<file path="config.mk">
export PLATFORM = sky130hd
export DESIGN_NAME = jtx_link_tx
export DESIGN_NICKNAME = d
export VERILOG_FILES = /design/src/pkg/jtx_pkg.sv /design/src/pkg/bnd_if.sv /design/src/jtx_scrambler.sv /design/src/jtx_boundary.sv /design/src/jtx_link_tx.sv
export SDC_FILE = /design/constraint.sdc
export NUM_CORES = 1
export LEC_CHECK = 0
export BUFFER_PORTS_ARGS = -buffer_cell sky130_fd_sc_hd__buf_2
export CORE_MARGIN = 2
export CORE_UTILIZATION = 35
export DETAILED_ROUTE_END_ITERATION = 12
export GPL_ROUTABILITY_DRIVEN = 0
export GPL_TIMING_DRIVEN = 0
export PLACE_DENSITY = 0.63
export SYNTH_ARGS = -nofsm -noshare
export SYNTH_HDL_FRONTEND = slang
export SYNTH_SLANG_ARGS = --single-unit
</file>
<file path="constraint.sdc">
create_clock -name i_clock -period 7.3 [get_ports i_clock]
set_input_delay 0.73 -clock i_clock [delete_from_list [all_inputs] [get_ports i_clock]]
set_output_delay 0.73 -clock i_clock [all_outputs]
set_load 0.005 [all_outputs]
</file>
<file path="src/pkg/jtx_pkg.sv">
// Shared constants, state type and position helpers for the transmit link
//
// Functional notes
// Low-byte frame-start flag marks a frame starting at bits 7:0 next word.
// High-byte frame-start flag marks a frame starting at bits 15:8 next word.
// Falling restart request returns control to CGS, then fresh CGS and ILAS.
// Alignment sequence length input is accepted; length behaves fixed at four.
// SYSREF marks multiframe start and anchors all transmit boundary timing.
// Converter SYNC request starts the initialization sequence.
// Transmit data to the lanes is 16 bits per lane.
// Two control-character bits per lane, one per octet.
// Frame clock derives from core clock divided by octets per frame; no frame clock is made here, only the frame boundary flags.
// User data arrives at two octets per lane every clock and is taken.
// Lane data is scrambled before framing unless the bypass option is set.
// Alignment, framing and configuration characters are inserted as needed.
// Control state machine selects user data or initialization content.
// External lane logic does 8b/10b encoding; this block never encodes.
// User places frame octets where the boundary flags say.
// With three octets per frame, last octet follows frame-end flag position.
// Active-low reset returns control logic and counters to initial states.
// Frame-end flags mark a frame ending at bits 7:0 or 15:8 next word.
// A 2-bit output reports the control block state.
package jtx_pkg;
   localparam int LANES         = 2;
   localparam int LANE_W        = 16;
   localparam int DATA_W        = LANES * LANE_W;
   localparam int K_W           = LANES * 2;
   localparam int OCT_PER_FRAME = 3;
   localparam int FRAMES_PER_MF = 32;
   localparam int OCT_PER_MF    = OCT_PER_FRAME * FRAMES_PER_MF;
   localparam int POS_W         = 7;
   localparam int ILAS_MF       = 4;
   localparam int MF_CYCLES     = OCT_PER_MF / 2;
   localparam int ILAS_CYCLES   = ILAS_MF * MF_CYCLES;
   localparam int SCR_W         = 15;
   localparam int CFG_FIRST     = 2;
   localparam int CFG_OCTETS    = 14;
   localparam int CONVERTERS    = 2;
   localparam int SAMPLE_BITS   = 16;
   localparam int SAMPLES       = 1;

   localparam logic [7:0] CHAR_R  = 8'h1C;
   localparam logic [7:0] CHAR_A  = 8'h7C;
   localparam logic [7:0] CHAR_Q  = 8'h9C;
   localparam logic [7:0] CHAR_K  = 8'hBC;
   localparam logic [7:0] CHAR_F  = 8'hFC;

   // Link identity; arbitrary values
   localparam logic [7:0] DEVICE_ID = 8'h5A;
   localparam logic [3:0] BANK_ID   = 4'h3;
   localparam logic [1:0] CTRL_BITS = 2'h0;
   localparam logic [2:0] SUBCLASS  = 3'h1;
   localparam logic [2:0] JESD_VER  = 3'h1;
   localparam logic       HIGH_DENS = 1'b0;
   localparam logic [4:0] CTRL_WRDS = 5'h00;

   localparam logic [SCR_W-1:0] SCR_SEED = 15'h0000;

   typedef enum logic [1:0] {
      ST_CGS  = 2'h0,
      ST_ILAS = 2'h1,
      ST_DATA = 2'h3
   } link_state_t;

   // Octet position inside its frame
   function automatic logic [1:0] frame_pos(input logic [POS_W-1:0] p);
      return 2'(p % 7'(OCT_PER_FRAME));
   endfunction

   // Octet position of the following lane word
   function automatic logic [POS_W-1:0] pos_adv(input logic [POS_W-1:0] p);
      if (p >= 7'(OCT_PER_MF - 2)) begin
         return 7'h00;
      end
      return 7'(p + 7'h02);
   endfunction
endpackage

</file>
<file path="src/pkg/bnd_if.sv">
// Boundary flags and word position between counter and control
`timescale 1ns/1ns
`default_nettype none
interface bnd_if;
   logic                      frm_start_l;
   logic                      frm_start_h;
   logic                      frm_end_l;
   logic                      frm_end_h;
   logic [jtx_pkg::POS_W-1:0] pos;

   modport src (output frm_start_l, frm_start_h, frm_end_l, frm_end_h, pos);
   modport dst (input  frm_start_l, frm_start_h, frm_end_l, frm_end_h, pos);
endinterface
`default_nettype wire

</file>
<file path="src/jtx_scrambler.sv">
// Per-lane self-synchronous scrambler with bypass
`timescale 1ns/1ns
`default_nettype none
module jtx_scrambler (
   input  wire logic                        i_clock,
   input  wire logic                        i_rstn,
   input  wire logic                        i_bypass,
   input  wire logic [jtx_pkg::DATA_W-1:0]  i_data,
   output logic      [jtx_pkg::DATA_W-1:0]  o_data
);
   typedef struct packed {
      logic [jtx_pkg::LANES-1:0][jtx_pkg::SCR_W-1:0] sr;
      logic [jtx_pkg::DATA_W-1:0]                    data;
   } scr_t;

   scr_t s_q;
   scr_t s_d;

   // Scrambles one lane word, low octet first, msb first
   function automatic logic [30:0] scr_word(input logic [14:0] sr,
                                            input logic [15:0] w);
      logic [14:0] s;
      logic [15:0] o;
      int          b;
      logic        x;
      s = sr;
      o = 16'h0000;
      for (int i = 0; i < 16; i++) begin
         b = (i < 8) ? 7 - i : 23 - i;
         x = w[b] ^ s[13] ^ s[14];
         o[b] = x;
         s = {s[13:0], x};
      end
      return {s, o};
   endfunction

   always_comb begin
      logic [30:0] r;
      r = 31'h00000000;
      s_d = s_q;
      for (int l = 0; l < jtx_pkg::LANES; l++) begin
         r = scr_word(s_q.sr[l], i_data[l*16 +: 16]);
         s_d.sr[l] = r[30:16];
         s_d.data[l*16 +: 16] = i_bypass ? i_data[l*16 +: 16] : r[15:0];
      end
   end

   always_ff @(posedge i_clock or negedge i_rstn) begin
      if (!i_rstn) begin
         s_q <= '{sr: {jtx_pkg::LANES{jtx_pkg::SCR_SEED}}, data: '0};
      end else begin
         s_q <= s_d;
      end
   end

   assign o_data = s_q.data;

   bypass_pass_a: assert property (@(posedge i_clock) disable iff (!i_rstn)
      i_bypass |=> (o_data == $past(i_data)))
      else $error("bypass did not pass data unchanged");
endmodule
`default_nettype wire

</file>
<file path="src/jtx_boundary.sv">
// Multiframe octet counter anchored on sysref, with boundary flags
`timescale 1ns/1ns
`default_nettype none
module jtx_boundary (
   input  wire logic i_clock,
   input  wire logic i_rstn,
   input  wire logic i_sysref,
   bnd_if.src        bnd
);
   typedef struct packed {
      logic                      sr_m;
      logic                      sr_s;
      logic                      sr_p;
      logic [jtx_pkg::POS_W-1:0] pos;
      logic                      fsl;
      logic                      fsh;
      logic                      fel;
      logic                      feh;
   } bnd_t;

   bnd_t                      s_q;
   bnd_t                      s_d;
   logic                      rise;
   logic [jtx_pkg::POS_W-1:0] np;

   always_comb begin
      s_d = s_q;
      s_d.sr_m = i_sysref;
      s_d.sr_s = s_q.sr_m;
      s_d.sr_p = s_q.sr_s;
      rise = s_q.sr_s & ~s_q.sr_p;
      s_d.pos = rise ? 7'h00 : jtx_pkg::pos_adv(s_q.pos);
      np = jtx_pkg::pos_adv(s_d.pos);
      s_d.fsl = jtx_pkg::frame_pos(np) == 2'h0;
      s_d.fsh = jtx_pkg::frame_pos(7'(np + 7'h01)) == 2'h0;
      s_d.fel = jtx_pkg::frame_pos(np) == 2'(jtx_pkg::OCT_PER_FRAME - 1);
      s_d.feh = jtx_pkg::frame_pos(7'(np + 7'h01)) ==
                2'(jtx_pkg::OCT_PER_FRAME - 1);
   end

   always_ff @(posedge i_clock or negedge i_rstn) begin
      if (!i_rstn) begin
         s_q <= '0;
      end else begin
         s_q <= s_d;
      end
   end

   assign bnd.frm_start_l = s_q.fsl;
   assign bnd.frm_start_h = s_q.fsh;
   assign bnd.frm_end_l   = s_q.fel;
   assign bnd.frm_end_h   = s_q.feh;
   assign bnd.pos         = s_q.pos;

   start_low_a: assert property (@(posedge i_clock) disable iff (!i_rstn)
      (s_q.fsl && !rise) |=> (jtx_pkg::frame_pos(s_q.pos) == 2'h0))
      else $error("low frame start flag misplaced");
   start_high_a: assert property (@(posedge i_clock) disable iff (!i_rstn)
      (s_q.fsh && !rise) |=> (jtx_pkg::frame_pos(s_q.pos) == 2'h2))
      else $error("high frame start flag misplaced");
   end_flags_a: assert property (@(posedge i_clock) disable iff (!i_rstn)
      (!rise && (s_q.fel || s_q.feh)) |=>
         (jtx_pkg::frame_pos(s_q.pos) == ($past(s_q.fel) ? 2'h2 : 2'h1)))
      else $error("frame end flag misplaced");
   sysref_align_a: assert property (@(posedge i_clock) disable iff (!i_rstn)
      rise |=> (s_q.pos == 7'h00) ##1 (s_q.pos == 7'h02))
      else $error("sysref did not restart multiframe");
endmodule
`default_nettype wire

</file>
<file path="src/jtx_link_tx.sv">
// Transmit link layer top: sync, control state machine and lane framing
`timescale 1ns/1ns
`default_nettype none
module jtx_link_tx (
   input  wire logic                        i_clock,
   input  wire logic                        i_rstn,
   input  wire logic [jtx_pkg::DATA_W-1:0]  i_user_data,
   input  wire logic                        i_scramble_off,
   input  wire logic                        i_restart_request_low,
   input  wire logic [7:0]                  i_alignment_sequence_length,
   input  wire logic                        i_sysref,
   input  wire logic                        i_sync_n,
   output logic      [jtx_pkg::DATA_W-1:0]  o_tx_data,
   output logic      [jtx_pkg::K_W-1:0]     o_tx_k,
   output logic                             o_frm_start_l,
   output logic                             o_frm_start_h,
   output logic                             o_frm_end_l,
   output logic                             o_frm_end_h,
   output logic      [1:0]                  o_state
);
   typedef struct packed {
      logic                       sync_m;
      logic                       sync_s;
      logic                       rr_m;
      logic                       rr_s;
      logic                       rr_p;
      jtx_pkg::link_state_t       state;
      logic [1:0]                 ilas_mf;
      logic [jtx_pkg::POS_W-1:0]  p_pos;
      logic [jtx_pkg::DATA_W-1:0] tx_data;
      logic [jtx_pkg::K_W-1:0]    tx_k;
   } ctl_t;

   localparam ctl_t CTL_RESET = '{
      sync_m:  1'b0,
      sync_s:  1'b0,
      rr_m:    1'b1,
      rr_s:    1'b1,
      rr_p:    1'b1,
      state:   jtx_pkg::ST_CGS,
      ilas_mf: 2'h0,
      p_pos:   7'h00,
      tx_data: '0,
      tx_k:    '0
   };

   ctl_t                       s_q;
   ctl_t                       s_d;
   logic [jtx_pkg::DATA_W-1:0] scr_data;
   logic                       rr_fall;
   logic                       mf_end;
   logic                       scr_on;
   logic [11:0]                ilas_cyc;

   bnd_if bnd ();

   // The sequence length input is taken but the length stays at four
   jtx_boundary u_boundary (
      .i_clock  (i_clock),
      .i_rstn   (i_rstn),
      .i_sysref (i_sysref),
      .bnd      (bnd)
   );

   jtx_scrambler u_scrambler (
      .i_clock  (i_clock),
      .i_rstn   (i_rstn),
      .i_bypass (i_scramble_off),
      .i_data   (i_user_data),
      .o_data   (scr_data)
   );

   // One configuration octet of the second alignment multiframe
   function automatic logic [7:0] cfg_octet(input logic [3:0] idx,
                                            input logic [7:0] lane,
                                            input logic       scr);
      case (idx)
         4'h0:    return jtx_pkg::DEVICE_ID;
         4'h1:    return {4'h0, jtx_pkg::BANK_ID};
         4'h2:    return {3'h0, lane[4:0]};
         4'h3:    return {scr, 2'h0, 5'(jtx_pkg::LANES - 1)};
         4'h4:    return 8'(jtx_pkg::OCT_PER_FRAME - 1);
         4'h5:    return {3'h0, 5'(jtx_pkg::FRAMES_PER_MF - 1)};
         4'h6:    return 8'(jtx_pkg::CONVERTERS - 1);
         4'h7:    return {jtx_pkg::CTRL_BITS, 1'b0,
                          5'(jtx_pkg::SAMPLE_BITS - 1)};
         4'h8:    return {jtx_pkg::SUBCLASS, 5'(jtx_pkg::SAMPLE_BITS - 1)};
         4'h9:    return {jtx_pkg::JESD_VER, 5'(jtx_pkg::SAMPLES - 1)};
         4'hA:    return {jtx_pkg::HIGH_DENS, 2'h0, jtx_pkg::CTRL_WRDS};
         default: return 8'h00;
      endcase
   endfunction

   // Checksum over the configuration octets before it
   function automatic logic [7:0] cfg_check(input logic [7:0] lane,
                                            input logic       scr);
      logic [7:0] sum;
      sum = 8'h00;
      for (int i = 0; i < jtx_pkg::CFG_OCTETS - 1; i++) begin
         sum = 8'(sum + cfg_octet(4'(i), lane, scr));
      end
      return sum;
   endfunction

   // One output octet with its control-character bit
   function automatic logic [8:0] build_octet(
      input jtx_pkg::link_state_t  st,
      input logic [1:0]            mf,
      input logic [6:0]            o,
      input logic [7:0]            lane,
      input logic [7:0]            user,
      input logic                  scr);
      logic [3:0] ci;
      logic       f_end;
      logic       m_end;
      ci = 4'(o - 7'(jtx_pkg::CFG_FIRST));
      f_end = jtx_pkg::frame_pos(o) == 2'(jtx_pkg::OCT_PER_FRAME - 1);
      m_end = o == 7'(jtx_pkg::OCT_PER_MF - 1);
      case (st)
         jtx_pkg::ST_CGS: begin
            return {1'b1, jtx_pkg::CHAR_K};
         end
         jtx_pkg::ST_ILAS: begin
            if (o == 7'h00) begin
               return {1'b1, jtx_pkg::CHAR_R};
            end
            if (m_end) begin
               return {1'b1, jtx_pkg::CHAR_A};
            end
            if (mf == 2'h1 && o == 7'h01) begin
               return {1'b1, jtx_pkg::CHAR_Q};
            end
            if (mf == 2'h1 && o >= 7'(jtx_pkg::CFG_FIRST) &&
                o < 7'(jtx_pkg::CFG_FIRST + jtx_pkg::CFG_OCTETS)) begin
               if (ci == 4'(jtx_pkg::CFG_OCTETS - 1)) begin
                  return {1'b0, cfg_check(lane, scr)};
               end
               return {1'b0, cfg_octet(ci, lane, scr)};
            end
            return {1'b0, 1'b0, o};
         end
         jtx_pkg::ST_DATA: begin
            // Scrambled end octets that match a marker are sent as markers
            if (scr && m_end && user == jtx_pkg::CHAR_A) begin
               return {1'b1, user};
            end
            if (scr && f_end && user == jtx_pkg::CHAR_F) begin
               return {1'b1, user};
            end
            return {1'b0, user};
         end
         default: begin
            return {1'b1, jtx_pkg::CHAR_K};
         end
      endcase
   endfunction

   always_comb begin
      logic [8:0] lo;
      logic [8:0] hi;
      lo = 9'h000;
      hi = 9'h000;
      s_d = s_q;
      scr_on = ~i_scramble_off;
      s_d.sync_m = i_sync_n;
      s_d.sync_s = s_q.sync_m;
      s_d.rr_m = i_restart_request_low;
      s_d.rr_s = s_q.rr_m;
      s_d.rr_p = s_q.rr_s;
      rr_fall = s_q.rr_p & ~s_q.rr_s;
      mf_end = s_q.p_pos == 7'(jtx_pkg::OCT_PER_MF - 2);
      s_d.p_pos = bnd.pos;

      case (s_q.state)
         jtx_pkg::ST_CGS: begin
            if (s_q.sync_s && mf_end) begin
               s_d.state = jtx_pkg::ST_ILAS;
               s_d.ilas_mf = 2'h0;
            end
         end
         jtx_pkg::ST_ILAS: begin
            if (mf_end) begin
               if (s_q.ilas_mf == 2'(jtx_pkg::ILAS_MF - 1)) begin
                  s_d.state = jtx_pkg::ST_DATA;
               end else begin
                  s_d.ilas_mf = 2'(s_q.ilas_mf + 2'h1);
               end
            end
         end
         jtx_pkg::ST_DATA: begin
            s_d.state = jtx_pkg::ST_DATA;
         end
         default: begin
            s_d.state = jtx_pkg::ST_CGS;
         end
      endcase

      if (!s_q.sync_s || rr_fall) begin
         s_d.state = jtx_pkg::ST_CGS;
         s_d.ilas_mf = 2'h0;
      end

      for (int l = 0; l < jtx_pkg::LANES; l++) begin
         lo = build_octet(s_q.state, s_q.ilas_mf, s_q.p_pos, 8'(l),
                          scr_data[l*16 +: 8], scr_on);
         hi = build_octet(s_q.state, s_q.ilas_mf, 7'(s_q.p_pos + 7'h01),
                          8'(l), scr_data[l*16+8 +: 8], scr_on);
         s_d.tx_data[l*16 +: 16] = {hi[7:0], lo[7:0]};
         s_d.tx_k[l*2 +: 2] = {hi[8], lo[8]};
      end
   end

   always_ff @(posedge i_clock or negedge i_rstn) begin
      if (!i_rstn) begin
         s_q <= CTL_RESET;
      end else begin
         s_q <= s_d;
      end
   end

   assign o_tx_data     = s_q.tx_data;
   assign o_tx_k        = s_q.tx_k;
   assign o_state       = s_q.state;
   assign o_frm_start_l = bnd.frm_start_l;
   assign o_frm_start_h = bnd.frm_start_h;
   assign o_frm_end_l   = bnd.frm_end_l;
   assign o_frm_end_h   = bnd.frm_end_h;

   // Cycles spent in the alignment state
   always_ff @(posedge i_clock or negedge i_rstn) begin
      if (!i_rstn) begin
         ilas_cyc <= 12'h000;
      end else if (s_q.state == jtx_pkg::ST_ILAS) begin
         ilas_cyc <= 12'(ilas_cyc + 12'h001);
      end else begin
         ilas_cyc <= 12'h000;
      end
   end

   restart_cgs_a: assert property (@(posedge i_clock) disable iff (!i_rstn)
      (s_q.rr_p && !s_q.rr_s) |=> (o_state == jtx_pkg::ST_CGS))
      else $error("restart request did not force CGS");

   sync_cgs_a: assert property (@(posedge i_clock) disable iff (!i_rstn)
      (!s_q.sync_s) |=> (o_state == jtx_pkg::ST_CGS) ##1
         (o_tx_k == {jtx_pkg::K_W{1'b1}}))
      else $error("sync request did not hold CGS");

   cgs_fill_a: assert property (@(posedge i_clock) disable iff (!i_rstn)
      (s_q.state == jtx_pkg::ST_CGS) |=>
         (o_tx_data == {(2 * jtx_pkg::LANES){jtx_pkg::CHAR_K}}))
      else $error("CGS characters missing");

   ilas_start_a: assert property (@(posedge i_clock) disable iff (!i_rstn)
      (s_q.state == jtx_pkg::ST_ILAS && s_q.p_pos == 7'h00) |=>
         (o_tx_data[7:0] == jtx_pkg::CHAR_R && o_tx_k[0]))
      else $error("multiframe start marker missing");

   ilas_len_a: assert property (@(posedge i_clock) disable iff (!i_rstn)
      (s_q.state == jtx_pkg::ST_ILAS && s_d.state == jtx_pkg::ST_DATA) |->
         (ilas_cyc == 12'(jtx_pkg::ILAS_CYCLES - 1)))
      else $error("alignment sequence is not four multiframes");

   data_pass_a: assert property (@(posedge i_clock) disable iff (!i_rstn)
      (s_q.state == jtx_pkg::ST_DATA &&
       jtx_pkg::frame_pos(s_q.p_pos) != 2'h2) |=>
         (o_tx_data[7:0] == $past(scr_data[7:0]) && !o_tx_k[0]))
      else $error("user data not forwarded in data state");
endmodule
`default_nettype wire

</file>
==> results of run 1 <==
==> final cells by class <==
type | count | share of cell area
Sequential cell | 128 | 0.310
Clock buffer | 18 | 0.0415
Multi-Input combinational cell | 726 | 0.494
Buffer | 77 | 0.0431
Timing Repair Buffer | 80 | 0.0415
Clock inverter | 14 | 0.0196
Inverter | 30 | 0.0109
Tap cell | 330 | 0.0399
==> worst max-delay path, cell delays in order, from the launching register on <==
cell and delay (ns):
dfrtp_1 0.41, ha_1 0.26, a31o_2 0.27, a21o_2 0.30, nor3b_2 0.22, ha_1 0.32
nand3_1 0.16, a2111oi_0 0.08, mux2i_1 0.29, clkbuf_4 0.27, nor2_1 0.10, o21ai_1 0.22
nand2_1 0.09, ha_1 0.28, or2_2 0.34, o32ai_4 0.30, o211ai_1 0.23, and2_1 0.29
or4_1 0.47, nand4_1 0.21, ha_1 0.31, nor2b_1 0.11, o21ai_0 0.12, o32ai_1 0.28
nor3_1 0.14, a211oi_2 0.24, mux2_1 0.34
==> kinds of logic after synthesis <==
logic type	Yosys count	synth area share
flops	128	0.362
mux	40	0.0506
fa+ha+maj	35	0.0489
compound gates	241	0.198
buf+inv	107	0.0629
simple gates	311	0.176
xor+xnor	99	0.101
==> registers in the layout, summed over array words and instances, names as in the netlist <==
signal / count
o_tx_data: 32
u_boundary.bnd.frm_end_h: 1
o_state: 2
u_boundary.bnd.frm_start_h: 1
u_boundary.s_q: 1
u_scrambler.o_data: 32
u_boundary.bnd.pos: 7
u_boundary.bnd.frm_end_l: 1
u_boundary.s_d: 2
u_scrambler.s_q: 30
s_q: 11
o_tx_k: 4
u_boundary.bnd.frm_start_l: 1
s_d: 3
==> path summary, 6_finish.rpt <==
check	startpoint	endpoint	cells past startpoint
worst min register to register	s_d[48]$_DFF_PN1_	s_d[47]$_DFF_PN1_	0
worst max register to register	u_boundary.bnd.pos[2]$_DFF_PN0_	u_boundary.bnd.frm_start_h$_DFF_PN0_	26
min in group i_clock	s_d[48]$_DFF_PN1_	s_d[47]$_DFF_PN1_	0
worst max-delay path	u_boundary.bnd.pos[2]$_DFF_PN0_	u_boundary.bnd.frm_start_h$_DFF_PN0_	26
max in group asynchronous	i_rstn	s_q[36]$_DFF_PN0_	2
worst min-delay path	i_rstn	s_q[41]$_DFF_PN0_	1
==> per-layer routing <==
layer / up-vias / part of all wire / GRT usage
met3: 9 / 0.060 / 0.0322
met1: 3637 / 0.47 / 0.239
met5: - / 0 / 0
met4: 0 / 0.0051 / 0.0318
li1: 3654 / - / -
met2: 215 / 0.47 / 0.272
==> power by group through the flow <==
| stage | combinational, uW | sequential, uW | clock (uW) |
|---|---|---|---|
| finish | 1870 | 1130 | 910 |
| CTS | 1860 | 1120 | 925 |
| global placement | 1810 | 1130 | 0 |
| detailed placement | 1840 | 1130 | 0 |
| floorplan | 1490 | 1060 | 0 |
| global route | 2060 | 1150 | 956 |
==> stage by stage <==
step / hold slack [ns] / setup slack [ns]
floorplan: 0.331 / 1.36
global placement: 0.335 / 0.526
detailed placement: 0.352 / 0.417
CTS: 0.228 / 0.388
global route: 0.244 / 0.0441
finish: 0.227 / 0.538
==> cells in the final DEF, fill, tap and decap left out, drive strengths merged, types with 8 or more instances in the layout <==
| cell | count |
|---|---|
| mux2 | 35 |
| o21bai | 8 |
| nor2 | 73 |
| xor2 | 10 |
| xnor2 | 88 |
| or3 | 11 |
| nand3 | 31 |
| clkbuf | 46 |
| nor3 | 30 |
| a21oi | 43 |
| ha | 33 |
| nor2b | 9 |
| dfrtp | 125 |
| nand2b | 9 |
| nand2 | 76 |
| o21ai | 51 |
| a31oi | 10 |
| a21o | 9 |
| a2111oi | 9 |
| o21a | 17 |
| or2 | 9 |
| buf | 129 |
| inv | 35 |
| and2 | 13 |
| nor4 | 13 |
| o211ai | 12 |
| nand4 | 11 |
==> summary.txt, run 1 <==
Cells and area
  – N_diodes: 0
  – Fin nets: about 1.1k
  – Final Instance Area: 10,400 um^2
  – Layout cells sized above 1: 0.211
  – Final non-filler cell total: ~1.4k
  – # fillers: 2,495
  – FF+latch area: 3210 um^2
  – Multi-input logic area: just over 5000 um^2
  – Layout area overhead: 17.0%
  – Final core utilization: 0.414

STA
  – Setup Skew: between 0.01 and 0.015 ns
  – Unrepaired setup endpoints after global routing: no
  – Final setup viols: 0
  – Fin. Hold Viols: 0
  – Fin crit share: 0.926
  – Tmin final: around 6.8 ns
  – Slew Viols, Final: 0
  – Measured slew at the worst slew-check pin: 0.870 ns
  – Setup total negative slack: 0 ns
  – Peak Freq: approximately 150 MHz
  – Worst rel slew slack: 0.420

Floorplanning
  – DIE HEIGHT: between 150 and 200 um
  – CORE AREA: about 25,000 um^2
  – DIE AREA: between 20,000 and 30,000 um^2
  – IO Count: between 80 and 90
  – Die W: ~160 um
  – Initial core utilization: 0.353
  – Standard-cell row count: between 50 and 60

Logic synthesis
  – Post-Syn Area per Cell: 9.21 um^2
  – Area leader, netlist: dfrtp_1
  – Synth unique cells: 93
  – Top post-synthesis cells by area: dfrtp_1 (35%), xnor2_1 (8.6%), ha_1 (4.7%)
  – Cells after Synth: 961
  – Yosys Warn Count: 0
  – Post-synthesis async set-or-reset flop share: 1.00
  – Most common cell in the netlist: dfrtp_1
  – Post-Syn Area: between 8000 and 9000 um^2
  – Synth Register Bits: roughly 130
  – Ys flop type: dfrtp_1
  – Synth Net Count: between 1k and 1.5k
  – Synth cell count leaders: dfrtp_1 (125), xnor2_1 (87), nand2_1 (76)
  – Seq/Total Area, Yosys: 0.362
  – Post-synth EDFFs: 0
  – Synth top area share: 0.353

Power
  – Power per cell area: 377 nW/um^2
  – Combinational share of power: 0.478
  – Static Leak: around 0.0042 uW
  – Sequential share of power: 0.288
  – Maximum vdd drop: between 0.0002 and 0.00025 V
  – Internal: roughly 2300 uW
  – Sw frac: 0.400
  – Clock power frac: 0.233
  – Power, Total: between 3000 and 4000 uW
  – Sw Pwr: approximately 1600 uW

Detailed routing
  – Final WL: 22.7 mm
  – DR iter-0 viols: about 750
  – Vias: roughly 7.5k
  – Routed Antenna Nets: 0
  – First-pass DRT Iterations: 5
  – # DRC: 0
  – Wire length per cell: between 15 and 20 um
  – Vias per cell: 5.36

CTS
  – Clk Latency, worst-skew pair: just over 0.4 ns
  – H-tree depth reported by CTS: 4
  – CTS Buffer Depth: 2
  – CTS clk-pin slew, worst paths: around 0.060 ns
  – CTS Buf Count: 17
  – # clock sinks: 128
  – Clock root cell: clkbuf_16
  – Hold-fix buffers, CTS: 0
  – Post-CTS setup buffer count: 0
  – CTS-repair resized insts: 0
  – TritonCTS clock tree: built

Critical path
  – WS Path Type: reg -> reg
  – Flop2flop setup slack: ~0.54 ns
  – Crit path DAT: about 7.1 ns
  – Crit-path max FO: 10
  – Startpoint Class: register
  – Critical Path End Type: register
  – Critical Path RT: 7.59 ns

GRT
  – Vias in the first global route: around 7.1k
  – Final global-route overflow total: 0
  – First-pass GRT wire length: 36.1 mm
  – Overall global routing resource usage: 0.169
  – Largest net degree at the start of global routing: 95
  – Initial antenna violation count: 0

Status
  – Status: finished, final reports clean

Place
  – Placed cell count: approximately 1.4k
  – Placed inst area: slightly below 10,000 um^2
  – Post-detail-place hpwl: 17.5 mm
  – PortBufs: slightly below 80

Flow run
  – Maxcap violations: 0

Min path
  – Worst Hold Class: in -> async
Note: power is estimated with default switching activity, not from simulation.
==> inputs of run 2 (changes only) <==
==> constraint.sdc (replaced) <==
create_clock -name i_clock -period 6.5 [get_ports i_clock]
set_input_delay 0.65 -clock i_clock [delete_from_list [all_inputs] [get_ports i_clock]]
set_output_delay 0.65 -clock i_clock [all_outputs]
set_load 0.005 [all_outputs]
==> summary.txt, run 2 (synthesis gave the netlist of run 1 again) <==
Detailed routing
  – Routed Antenna Nets: 0
  – Vias per cell: about 5.4
  – First-pass DRT Iterations: 6
  – Wire length per cell: 16.5 um
  – DR iter-0 viols: 720
  – Final WL: between 20 and 25 mm
  – # DRC: 0
  – Vias: approximately 7.7k

Power
  – Maximum vdd drop: 0.000280 V
  – Internal: roughly 2700 uW
  – Clock power frac: 0.227
  – Combinational share of power: 0.492
  – Static Leak: 0.00429 uW
  – Sequential share of power: 0.281
  – Sw frac: 0.401
  – Sw Pwr: 1810 uW
  – Power per cell area: around 420 nW/um^2

Floorplanning
  – DIE HEIGHT: 163 um
  – Die W: about 160 um
  – CORE AREA: around 25,000 um^2
  – Initial core utilization: 0.353
  – IO Count: between 80 and 90
  – DIE AREA: 26,600 um^2
  – Standard-cell row count: between 50 and 60

Cells and area
  – Layout area overhead: 20.7%
  – Fin nets: roughly 1.2k
  – Layout cells sized above 1: 0.247
  – Commonest non-fill, non-tap cell in the layout: dfrtp_1
  – Final Instance Area: 10,700 um^2
  – # fillers: between 2k and 2.5k
  – N_diodes: 0
  – Most frequent cells in the layout: dfrtp_1 (125), xnor2_1 (87), buf_2 (83)

STA
  – Measured slew at the worst slew-check pin: 0.889 ns
  – Worst rel slew slack: 0.407
  – Final WS setup: 0.0929 ns
  – Fin. Hold Viols: 0
  – Setup Skew: between 0.009 and 0.01 ns
  – Hold WS: roughly 0.15 ns
  – Fin crit share: 0.986
  – Slew Viols, Final: 0
  – Tmin final: between 6 and 7 ns
  – Peak Freq: ~160 MHz
  – Final setup viols: 0
  – Setup total negative slack: 0 ns

GRT
  – Overall global routing resource usage: 0.170
  – First-pass GRT wire length: approximately 36 mm
  – Initial antenna violation count: 0
  – M2 GR Usage: 0.274
  – Vias in the first global route: about 7k
  – Busiest layer in global routing: met2
  – Final global-route overflow total: 0
  – Met1 usage: 0.240
  – Met3 usage: 0.0317
  – Largest net degree at the start of global routing: 95

CTS
  – H-tree depth reported by CTS: 4
  – TritonCTS clock tree: built
  – Clock root cell: clkbuf_16
  – # clock sinks: 128
  – Hold-fix buffers, CTS: 0
  – Clk Latency, worst-skew pair: 0.41 ns
  – CTS clk-pin slew, worst paths: ~0.06 ns
  – CTS Buffer Depth: 2
  – CTS Buf Count: 17

Place
  – Placed inst area: 9690 um^2
  – Post-detail-place hpwl: ~17 mm
  – PortBufs: 79
  – Dpl ws: -0.383 ns

Critical path
  – WS Path Type: reg -> reg
  – Crit-path max FO: 7
  – Critical Path RT: 6.79 ns
  – Crit path DAT: 6.70 ns
  – Critical Path End Type: register
  – Startpoint Class: register

Status
  – Status: finished, final reports clean

Min path
  – Worst Hold Class: in -> async

Flow run
  – Maxcap violations: 0
[run 2: critical path, cell delays in order (launching register included)]
cell and delay [ns]:
dfrtp_1 0.41, ha_2 0.22, a31o_2 0.28, a21o_4 0.28
nor3b_4 0.21, ha_2 0.24, nand3_1 0.17, nor4_4 0.23
buf_4 0.20, xnor2_1 0.16, o21ai_2 0.22, nand2_1 0.08
ha_2 0.22, or2_2 0.32, o32ai_4 0.38, o211ai_1 0.25
and2_4 0.22, or4_1 0.45, nand4_1 0.21, ha_4 0.25
nor2b_1 0.09, o21ai_0 0.14, o32ai_2 0.33, nor3_2 0.11
a211oi_2 0.27, mux2_1 0.34
[run 2: cell type report]
cell class / count / area [um^2] / share of cell area
clock inverters: 14 / 203 / 0.0190
repair buffers: 100 / 579 / 0.0542
clock buffers: 18 / 429 / 0.0402
inverters: 30 / 113 / 0.0105
multi-input cells: 726 / 5290 / 0.495
well taps: 330 / 413 / 0.0387
flip-flops and latches: 128 / 3210 / 0.300
plain buffers: 77 / 450 / 0.0422
[run 2: routing by layer]
layer | share of wire | vias to the layer above
met5 | 0 | -
met4 | 0.0095 | 0
met3 | 0.054 | 22
met2 | 0.47 | 259
met1 | 0.46 | 3766
li1 | - | 3689
[run 2: power groups by stage]
stage / logic (uW) / registers, uW / clock network, uW
after floorplan: 1670 / 1190 / 0
final: 2220 / 1270 / 1020
after global placement: 2030 / 1270 / 0
after CTS: 2120 / 1260 / 1040
after detailed placement: 2070 / 1270 / 0
after global routing: 2440 / 1290 / 1070
[run 2: metrics by stage]
step / util / std cells / power, uW
3_3_place_gp: 0.386 / 1370 / 3300
4_1_cts: 0.417 / 1409 / 4420
5_1_grt: 0.427 / 1423 / 4800
6_report: 0.427 / 1423 / 4500
3_5_place_dp: 0.387 / 1371 / 3340
2_1_floorplan: - / 961 / 2870
[run 2: path summary, 6_finish.rpt]
path / start / endpoint / slack [ns] / depth (start not counted)
worst max-delay path: u_boundary.bnd.pos[2]$_DFF_PN0_ / u_boundary.bnd.frm_start_h$_DFF_PN0_ / 0.09 / 25
worst min-delay path: i_rstn / s_q[41]$_DFF_PN0_ / 0.15 / 1
worst max register to register: u_boundary.bnd.pos[2]$_DFF_PN0_ / u_boundary.bnd.frm_start_h$_DFF_PN0_ / 0.09 / 25
worst min register to register: s_d[48]$_DFF_PN1_ / s_d[47]$_DFF_PN1_ / 0.36 / 0
max in group asynchronous: i_rstn / s_q[36]$_DFF_PN0_ / 5.59 / 2
min in group i_clock: i_restart_request_low / s_d[48]$_DFF_PN1_ / 0.34 / 1
[run 2: what timing repair did]
item / CTS / global route
endpoints found under the setup margin: 2 / 2
buffers inserted: 6 / 14
gates cloned: 0 / 0
pin swaps: 5 / 12
gates resized for setup: 14 / 28
